File: src/hdl/nufoc_defs.vh
// Command codes, feature addresses, field positions and timing for the NAND feature host.
// Assumes a 125 MHz controller clock and a byte-wide NAND pin interface.
`ifndef NUFOC_DEFS_VH
`define NUFOC_DEFS_VH
// ==========================================================
// Commands
`define NUFOC_CMD_UID_READ 8'hed
`define NUFOC_CMD_SET_FEAT 8'hef
`define NUFOC_CMD_GET_FEAT 8'hee
`define NUFOC_CMD_STATUS 8'h70
`define NUFOC_CMD_READ 8'h00
`define NUFOC_CMD_COL_CHG1 8'h05
`define NUFOC_CMD_COL_CHG2 8'he0
`define NUFOC_CMD_RESET 8'hff
`define NUFOC_UID_ADDR 8'h00
// ==========================================================
// Feature registers
`define NUFOC_FA_ARRAY_MODE 8'h90
`define NUFOC_FA_BLOCK_PROT 8'ha0
`define NUFOC_ARRAY_MODE_RST 8'h00
`define NUFOC_BLOCK_PROT_RST 8'h38
`define NUFOC_MODE_NORMAL 8'h00
`define NUFOC_MODE_OTP 8'h01
`define NUFOC_MODE_OTP_PROT 8'h03
`define NUFOC_BP_LOCK_BIT 0
`define NUFOC_BP_RANGE_LSB 3
`define NUFOC_BP_RANGE_MSB 5
// ==========================================================
// Unique identifier layout
`define NUFOC_UID_COPY_BYTES 32
`define NUFOC_UID_HALF_BYTES 16
`define NUFOC_UID_COPIES 16
`define NUFOC_UID_OK 8'hff
// ==========================================================
// Timing, in ns, and derived cycles at 8 ns
`define NUFOC_CLK_NS 8
`define NUFOC_T_PULSE_NS 25
`define NUFOC_PULSE_CYC ((`NUFOC_T_PULSE_NS + `NUFOC_CLK_NS - 1) / `NUFOC_CLK_NS)
`define NUFOC_T_WB_NS 100
`define NUFOC_WB_CYC ((`NUFOC_T_WB_NS + `NUFOC_CLK_NS - 1) / `NUFOC_CLK_NS)
`endif

File: src/hdl/nufoc_host.v
// Host controller issuing unique-ID read, Set Feature and Get Feature to a NAND device.
// Assumes the device's pins are wired directly; ready/busy and data inputs are asynchronous.
// Contract
// - Identifier read is command EDh then one address cycle 00h.
// - Host XORs each copy's halves; FFh validates, else tries next copy.
// - Column change 05h then E0h is recommended for moving output position.
// - Status 70h may poll; read 00h must follow before data resumes.
// - Set Feature is EFh, one address, then four parameter bytes.
// - Get Feature is EEh and address; device outputs four bytes.
// - Writing 00h to array mode at 90h leaves OTP modes.
`timescale 1ns/1ps
`include "nufoc_defs.vh"
module nufoc_host
(
  input wire mclk,
  input wire reset,
  input wire [1:0] op_cmd,
  input wire [7:0] op_feat_addr,
  input wire [31:0] op_params,
  input wire op_valid,
  output wire op_ready,
  output reg op_done_reg,
  output reg op_refused_reg,
  output reg uid_ok_reg,
  output reg [4:0] uid_copy_reg,
  output reg [7:0] status_reg,
  output wire [7:0] rd_data,
  output wire rd_valid,
  input wire rd_ready,
  output reg nand_cle_reg,
  output reg nand_ale_reg,
  output reg nand_we_n_reg,
  output reg nand_re_n_reg,
  output reg nand_ce_n_reg,
  output reg [7:0] nand_dq_out_reg,
  output reg nand_dq_oe_reg,
  input wire [7:0] nand_dq_in,
  input wire nand_ready_busy_n
);
// ==========================================================
// Operation codes and states
localparam OP_UID = 2'd0;
localparam OP_SET = 2'd1;
localparam OP_GET = 2'd2;
localparam OP_STAT = 2'd3;
localparam S_IDLE = 4'd0;
localparam S_CMD = 4'd1;
localparam S_ADDR = 4'd2;
localparam S_WDATA = 4'd3;
localparam S_WAITB = 4'd4;
localparam S_BUSY = 4'd5;
localparam S_RDCMD = 4'd6;
localparam S_READ = 4'd7;
localparam S_STCMD = 4'd8;
localparam S_STRD = 4'd9;
localparam S_DONE = 4'd10;
// ==========================================================
// Pin synchronisers
reg [7:0] dq_meta_reg;
reg [7:0] dq_sync_reg;
reg rb_meta_reg;
reg rb_sync_reg;
always @(posedge mclk or posedge reset)
begin
  if (reset)
  begin
    dq_meta_reg <= 8'h00;
    dq_sync_reg <= 8'h00;
    rb_meta_reg <= 1'b0;
    rb_sync_reg <= 1'b0;
  end
  else
  begin
    dq_meta_reg <= nand_dq_in;
    dq_sync_reg <= dq_meta_reg;
    rb_meta_reg <= nand_ready_busy_n;
    rb_sync_reg <= rb_meta_reg;
  end
end
// ==========================================================
// Two-entry output buffer
reg [7:0] buf_mem_reg [0:1];
reg [1:0] buf_cnt_reg;
reg buf_wr_reg;
reg buf_rd_reg;
wire buf_full = (buf_cnt_reg == 2'd2);
wire buf_push;
wire buf_pop = rd_valid && rd_ready;
assign rd_valid = (buf_cnt_reg != 2'd0);
assign rd_data = buf_mem_reg[buf_rd_reg];
// ==========================================================
// Sequencer
reg [3:0] state_reg;
reg [1:0] op_reg;
reg [7:0] faddr_reg;
reg [31:0] params_reg;
reg [8:0] idx_reg;
reg [3:0] tick_reg;
reg phase_reg;
reg [7:0] cmd_reg;
reg [7:0] half_reg [0:15];
reg copy_bad_reg;
reg strap_reg;
localparam integer PULSE_CYC = `NUFOC_PULSE_CYC;
localparam integer WB_CYC = `NUFOC_WB_CYC;
wire step = (tick_reg == 4'd0);
assign op_ready = (state_reg == S_IDLE);
// Bytes stream in order from the start, so no column change is ever issued
wire [8:0] read_last = (op_reg == OP_UID) ? 9'd511 : 9'd3;
// Read bytes are pushed only when the buffer has room; the read strobe stalls otherwise
assign buf_push = (state_reg == S_READ) && phase_reg && step && !buf_full;
function feat_ok;
  input [7:0] a;
  input s;
  begin
    feat_ok = (a == `NUFOC_FA_ARRAY_MODE) || ((a == `NUFOC_FA_BLOCK_PROT) && s);
  end
endfunction
always @(posedge mclk or posedge reset)
begin
  if (reset)
  begin
    strap_reg <= 1'b0;
    buf_cnt_reg <= 2'd0;
    buf_wr_reg <= 1'b0;
    buf_rd_reg <= 1'b0;
    buf_mem_reg[0] <= 8'h00;
    buf_mem_reg[1] <= 8'h00;
  end
  else
  begin
    strap_reg <= 1'b1;
    if (buf_push)
    begin
      buf_mem_reg[buf_wr_reg] <= dq_sync_reg;
      buf_wr_reg <= ~buf_wr_reg;
    end
    if (buf_pop)
      buf_rd_reg <= ~buf_rd_reg;
    buf_cnt_reg <= buf_cnt_reg + {1'b0, buf_push} - {1'b0, buf_pop};
  end
end
genvar g;
generate
  for (g = 0; g < 16; g = g + 1)
  begin : g_half
    always @(posedge mclk or posedge reset)
    begin
      if (reset)
        half_reg[g] <= 8'h00;
      else if (buf_push && (op_reg == OP_UID) && !idx_reg[4] && (idx_reg[3:0] == g))
        half_reg[g] <= dq_sync_reg;
    end
  end
endgenerate
always @(posedge mclk or posedge reset)
begin
  if (reset)
  begin
    state_reg <= S_IDLE;
    op_reg <= OP_UID;
    faddr_reg <= 8'h00;
    params_reg <= 32'h0;
    idx_reg <= 9'd0;
    tick_reg <= 4'd0;
    phase_reg <= 1'b0;
    cmd_reg <= 8'h00;
    copy_bad_reg <= 1'b0;
    op_done_reg <= 1'b0;
    op_refused_reg <= 1'b0;
    uid_ok_reg <= 1'b0;
    uid_copy_reg <= 5'd0;
    status_reg <= 8'h00;
    nand_cle_reg <= 1'b0;
    nand_ale_reg <= 1'b0;
    nand_we_n_reg <= 1'b1;
    nand_re_n_reg <= 1'b1;
    nand_ce_n_reg <= 1'b1;
    nand_dq_out_reg <= 8'h00;
    nand_dq_oe_reg <= 1'b0;
  end
  else
  begin
    op_done_reg <= 1'b0;
    op_refused_reg <= 1'b0;
    if (!step)
      tick_reg <= tick_reg - 4'd1;
    case (state_reg)
      S_IDLE:
      begin
        nand_ce_n_reg <= 1'b1;
        if (op_valid)
        begin
          op_reg <= op_cmd;
          faddr_reg <= op_feat_addr;
          params_reg <= op_params;
          idx_reg <= 9'd0;
          phase_reg <= 1'b0;
          copy_bad_reg <= 1'b0;
          // Refused here so the device never sees an invalid feature write
          if (op_cmd == OP_SET && !feat_ok(op_feat_addr, strap_reg))
            op_refused_reg <= 1'b1;
          else
          begin
            nand_ce_n_reg <= 1'b0;
            state_reg <= (op_cmd == OP_STAT) ? S_STCMD : S_CMD;
            cmd_reg <= (op_cmd == OP_UID) ? `NUFOC_CMD_UID_READ :
              (op_cmd == OP_SET) ? `NUFOC_CMD_SET_FEAT : `NUFOC_CMD_GET_FEAT;
            if (op_cmd == OP_UID)
              uid_ok_reg <= 1'b0;
          end
        end
      end
      S_CMD, S_ADDR, S_WDATA, S_RDCMD, S_STCMD:
      if (step)
      begin
        // Write strobe: low for one pulse width, then high for one
        nand_cle_reg <= (state_reg == S_CMD) || (state_reg == S_RDCMD) || (state_reg == S_STCMD);
        nand_ale_reg <= (state_reg == S_ADDR);
        nand_dq_oe_reg <= 1'b1;
        tick_reg <= PULSE_CYC[3:0];
        phase_reg <= ~phase_reg;
        nand_we_n_reg <= phase_reg;
        if (state_reg == S_CMD)
          nand_dq_out_reg <= cmd_reg;
        else if (state_reg == S_RDCMD)
          nand_dq_out_reg <= `NUFOC_CMD_READ;
        else if (state_reg == S_STCMD)
          nand_dq_out_reg <= `NUFOC_CMD_STATUS;
        else if (state_reg == S_ADDR)
          nand_dq_out_reg <= (op_reg == OP_UID) ? `NUFOC_UID_ADDR : faddr_reg;
        else
          nand_dq_out_reg <= params_reg[idx_reg[1:0]*8 +: 8];
        if (phase_reg)
        begin
          case (state_reg)
            S_CMD: state_reg <= S_ADDR;
            S_ADDR: state_reg <= (op_reg == OP_SET) ? S_WDATA : S_WAITB;
            S_WDATA:
            begin
              idx_reg <= idx_reg + 9'd1;
              if (idx_reg[1:0] == 2'd3)
                state_reg <= S_WAITB;
            end
            S_RDCMD: state_reg <= S_READ;
            S_STCMD: state_reg <= S_STRD;
            default: state_reg <= S_IDLE;
          endcase
        end
      end
      S_WAITB:
      begin
        nand_cle_reg <= 1'b0;
        nand_ale_reg <= 1'b0;
        nand_dq_oe_reg <= 1'b0;
        tick_reg <= WB_CYC[3:0];
        state_reg <= S_BUSY;
      end
      S_BUSY:
      if (step && rb_sync_reg)
      begin
        idx_reg <= 9'd0;
        // Set Feature ends here; reads re-enable output with 00h after polling
        state_reg <= (op_reg == OP_SET) ? S_DONE : S_RDCMD;
      end
      S_READ:
      begin
        nand_cle_reg <= 1'b0;
        nand_dq_oe_reg <= 1'b0;
        if (step && (!phase_reg || !buf_full))
        begin
          tick_reg <= PULSE_CYC[3:0];
          phase_reg <= ~phase_reg;
          nand_re_n_reg <= phase_reg;
          if (phase_reg)
          begin
            idx_reg <= idx_reg + 9'd1;
            if (op_reg == OP_UID && idx_reg[4])
            begin
              if ((half_reg[idx_reg[3:0]] ^ dq_sync_reg) != `NUFOC_UID_OK)
                copy_bad_reg <= 1'b1;
              if (idx_reg[3:0] == 4'hf)
              begin
                if (!copy_bad_reg && ((half_reg[15] ^ dq_sync_reg) == `NUFOC_UID_OK)
                    && !uid_ok_reg)
                begin
                  uid_ok_reg <= 1'b1;
                  uid_copy_reg <= {1'b0, idx_reg[8:5]};
                end
                copy_bad_reg <= 1'b0;
              end
            end
            if (idx_reg == read_last)
              state_reg <= S_DONE;
          end
        end
      end
      S_STRD:
      if (step)
      begin
        nand_cle_reg <= 1'b0;
        nand_dq_oe_reg <= 1'b0;
        tick_reg <= PULSE_CYC[3:0];
        phase_reg <= ~phase_reg;
        nand_re_n_reg <= phase_reg;
        if (phase_reg)
        begin
          status_reg <= dq_sync_reg;
          state_reg <= S_DONE;
        end
      end
      S_DONE:
      begin
        nand_ce_n_reg <= 1'b1;
        op_done_reg <= 1'b1;
        state_reg <= S_IDLE;
      end
      default: state_reg <= S_IDLE;
    endcase
  end
end
endmodule

File: config.mk
export PLATFORM = sky130hd
export DESIGN_NAME = nufoc_host
export DESIGN_NICKNAME = d
export VERILOG_FILES = /design/src/hdl/nufoc_host.v
export VERILOG_INCLUDE_DIRS = /design/src /design/src/hdl
export SDC_FILE = /design/constraint.sdc
export NUM_CORES = 1
export LEC_CHECK = 0
export ABC_AREA = 1
export BUFFER_PORTS_ARGS = -buffer_cell sky130_fd_sc_hd__buf_2
export CAP_MARGIN = 0
export CORE_ASPECT_RATIO = 1.5
export CORE_MARGIN = 5
export CORE_UTILIZATION = 50
export CTS_CLUSTER_SIZE = 25
export DETAILED_ROUTE_END_ITERATION = 8
export GPL_TIMING_DRIVEN = 0
export PLACE_DENSITY = 0.76
export SLEW_MARGIN = 10
export SYNTH_ARGS = -nofsm -noshare
export SYNTH_HDL_FRONTEND = slang
export SYNTH_SLANG_ARGS = --single-unit
export TNS_END_PERCENT = 100
File: constraint.sdc
create_clock -name mclk -period 11.6 [get_ports mclk]
set_clock_uncertainty 0.2 [all_clocks]
set_input_delay 0.58 -clock mclk [delete_from_list [all_inputs] [get_ports mclk]]
set_output_delay 0.58 -clock mclk [all_outputs]
set_load 0.01 [all_outputs]
==> summary.txt <==
Placement Cell Area -> 13440 um^2
Routed len/inst -> 17.28 um
Worst Setup Start Kind -> register
Routed wire length -> 35430 um
Max reg flops -> 128
Vias per cell -> 5.349
Number of synthesized register bits -> 260
Worst Setup End Kind -> register
Top Ports -> 95
Hold/Removal Path Class -> input pin to register
Deepest level of the CTS H-tree -> 1
Detailed Routing Iterations Pass 1 -> 5
Placer Congestion -> 0.9451
Mean Syn Cell Area -> 7.958 um^2
Logic pwr share -> 33.4%
Ys async rst share -> 100.0%
Cell area after layout -> 14460 um^2
CTS tree -> built
Period utilization -> 27.56%
Initial Util -> 50.26%
Minimum clock period -> 3.197 ns
DIE HEIGHT -> 203.7 um
DRC Markers -> 0
Clock Tree Buf Depth -> 3
Fraction of layout instances using a drive strength above 1 -> 12.25%
Area added between synthesis and finish -> 15.68%
Fin Setup TNS -> 0 ns
Setup bufs post-CTS -> 0
ANT cells -> 0
Core area -> 24870 um^2
Sequential share of power -> 37.0%
Post-DP HPWL -> 25270 um
Vias in the first global route -> 10.96k
Kind of critical path -> register to register
CP Max Fanout -> 11
Initial antenna violation count -> 0
Floorplan row count -> 71
Fillers -> 2279
GRT Total Usage -> 24.92%
Synth Warn # -> 0
Status -> complete, no violations
Die Area -> 28330 um^2
Worst-Margin Slew -> 0.8096 ns
Switching pwr -> 1.162 mW
Netlist cell types -> 44
TritonCTS Sinks -> 260
FF+latch area -> 6510 um^2
WHS -> 0.02879 ns
Clk network pwr share -> 29.7%
Grt total ovfl -> 0
Largest net degree at the start of global routing -> 121
Nets -> 1767
DR vias -> 10.97k
Final ANT Viol Nets -> 0
Power per cell area -> 213.7 nW/um^2
Top FF cell, synth -> dfrtp_1
Final setup violation count -> 0
Worst-Skew Late Latency -> 0.55 ns
Post-synth EDFFs -> 0
Clock-pin slew on the worst setup and hold paths -> 0.06 ns
Final Hold Viols -> 0
Seq/Total Area, Yosys -> 52.07%
P_leak -> 7.177 nW
Mapped Area -> 12500 um^2
Worst VDD drop -> 185.6 uV
Synth Instances -> 1571
Starting DRT DRC Count -> 755
Total CTS buffers -> 25
Sw frac -> 37.61%
Req. time, crit path -> 11.80 ns
Cell Int Power -> 1.928 mW
Slew HR -> 46.03%
Final Slew Violations -> 0
Area of the multi-input gates -> 5004 um^2
Die width -> 139.1 um
CTS root buf -> clkbuf_16
FMAX -> 312.8 MHz
RSZ-0062 raised after global routing -> no
Syn nets -> 1635
IO Port Bufs -> 93
First-pass GRT wire length -> 56720 um
Max Cap Viol -> 0
CP arrival -> 3.40 ns
-- cells in the mapped netlist (2+ instances only) --
library cell	number	share of area [%]
nand2_1	541	16
dfrtp_1	257	51
o21ai_0	211	8.4
inv_1	155	4.7
nor2_1	118	3.5
nand3_1	60	2.4
clkbuf_1	47	1.4
a21oi_1	38	1.5
buf_2	21	0.84
nor3_1	11	0.44
o21ai_1	10	0.40
ha_1	9	0.90
nand3_4	9	1.3
buf_6	8	0.72
mux2_2	8	0.72
nand4_1	6	0.30
nor2_4	6	0.54
nor4_1	6	0.30
xnor2_1	6	0.42
a22oi_1	4	0.24
nand2_2	4	0.20
dfstp_2	3	0.63
nor3_4	3	0.39
o21a_1	3	0.18
xor2_1	3	0.21
a21oi_2	2	0.14
a31oi_1	2	0.10
conb_1	2	0.060
o2111ai_1	2	0.14
or2_2	2	0.10
-- worst max-delay path: stages (launching register included) --
cell and delay [ns]:
dfrtp_1 0.40, buf_2 0.17, inv_1 0.09, buf_2 0.26, buf_2 0.34, buf_2 0.32
ha_1 0.47, nand3_1 0.35, buf_2 0.29, nand2_1 0.06, o21ai_0 0.07
-- through the flow --
step	instances	setup slack, ns	utilization [%]	total power, mW
4_1_cts	2050	8.453	58.14	3.092
6_report	2050	8.403	58.14	3.091
3_3_place_gp	1992	1.046	53.78	2.142
3_5_place_dp	1994	8.459	54.03	2.169
2_1_floorplan	1571	3.670	-	1.833
5_1_grt	2050	8.251	58.14	3.266
-- cell usage in the layout (no fill, tap or decap), drive strengths merged, types with 4 or more instances in the layout --
| master | Yosys | final |
|---|---|---|
| a21oi | 40 | 40 |
| a22oi | 4 | 4 |
| buf | 32 | 127 |
| bufinv | 0 | 6 |
| clkbuf | 47 | 78 |
| clkinv | 1 | 6 |
| dfrtp | 257 | 257 |
| dlygate4sd3 | 0 | 10 |
| ha | 9 | 9 |
| inv | 155 | 157 |
| mux2 | 8 | 8 |
| nand2 | 546 | 546 |
| nand3 | 69 | 69 |
| nand4 | 7 | 7 |
| nor2 | 124 | 124 |
| nor3 | 14 | 14 |
| nor4 | 6 | 6 |
| o21ai | 222 | 222 |
| xnor2 | 6 | 6 |
-- area by class of cell --
type	instances	share of cell area, %
plain buffers	79	2.786
repair buffers	105	4.291
clock buffers	31	4.689
multi-input cells	1076	34.60
clock inverters	15	1.687
well taps	328	2.838
flip-flops and latches	260	45.01
inverters	156	4.101
-- worst paths after layout --
kind | start | to | slack [ns] | depth (start not counted)
worst max register to register | idx_reg[0] | half_reg[88] | 8.40 | 10
worst min-delay path | op_params[0] | params_reg[0] | 0.03 | 3
worst max-delay path | idx_reg[0] | half_reg[88] | 8.40 | 10
min in group asynchronous | reset | buf_mem_reg[15] | 0.40 | 3
max in group asynchronous | reset | op_refused_reg | 9.83 | 4
worst min register to register | dq_meta_reg[6] | dq_sync_reg[6] | 0.15 | 0
-- power by group through the flow --
stage / Sequential [mW] / Combinational, mW / Clock, mW
floorplan: 1.16 / 0.678 / 0
global placement: 1.15 / 0.990 / 0
detailed placement: 1.16 / 1.01 / 0
CTS: 1.14 / 1.02 / 0.926
global route: 1.16 / 1.15 / 0.958
finish: 1.14 / 1.03 / 0.917
-- layer usage --
| metal | up-vias | routed length, um | GRT usage [%] | part of all wire (%) |
|---|---|---|---|---|
| met1 | 5189 | 12920 | 28.26 | 36 |
| met2 | 427 | 18250 | 45.19 | 52 |
| met5 | - | 0 | 0 | 0 |
| li1 | 5223 | - | - | - |
| met3 | 126 | 1976 | 2.791 | 5.6 |
| met4 | 0 | 2281 | 14.55 | 6.4 |
-- cells by family (layout without fill, tap and decap cells) --
kind of cell	Yosys count	count (layout)	share of synthesized area, %
buffers and inverters	235	386	7.906
XOR/XNOR	9	9	0.6305
adder cells (fa/ha/maj)	9	9	0.9007
AO/OA/AOI/OAI	278	278	11.57
multiplexers	8	8	0.7206
AND/OR/NAND/NOR	770	770	26.14
other	2	2	0.06007
flip-flops	260	260	52.07
-- repair_timing --
action / 4_1_cts / 5_1_grt
endpoints found under the hold margin: 61 / 0
gates resized for setup: 0 / 0
hold buffers: 10 / 0
Power figures use the tool's default switching activity.
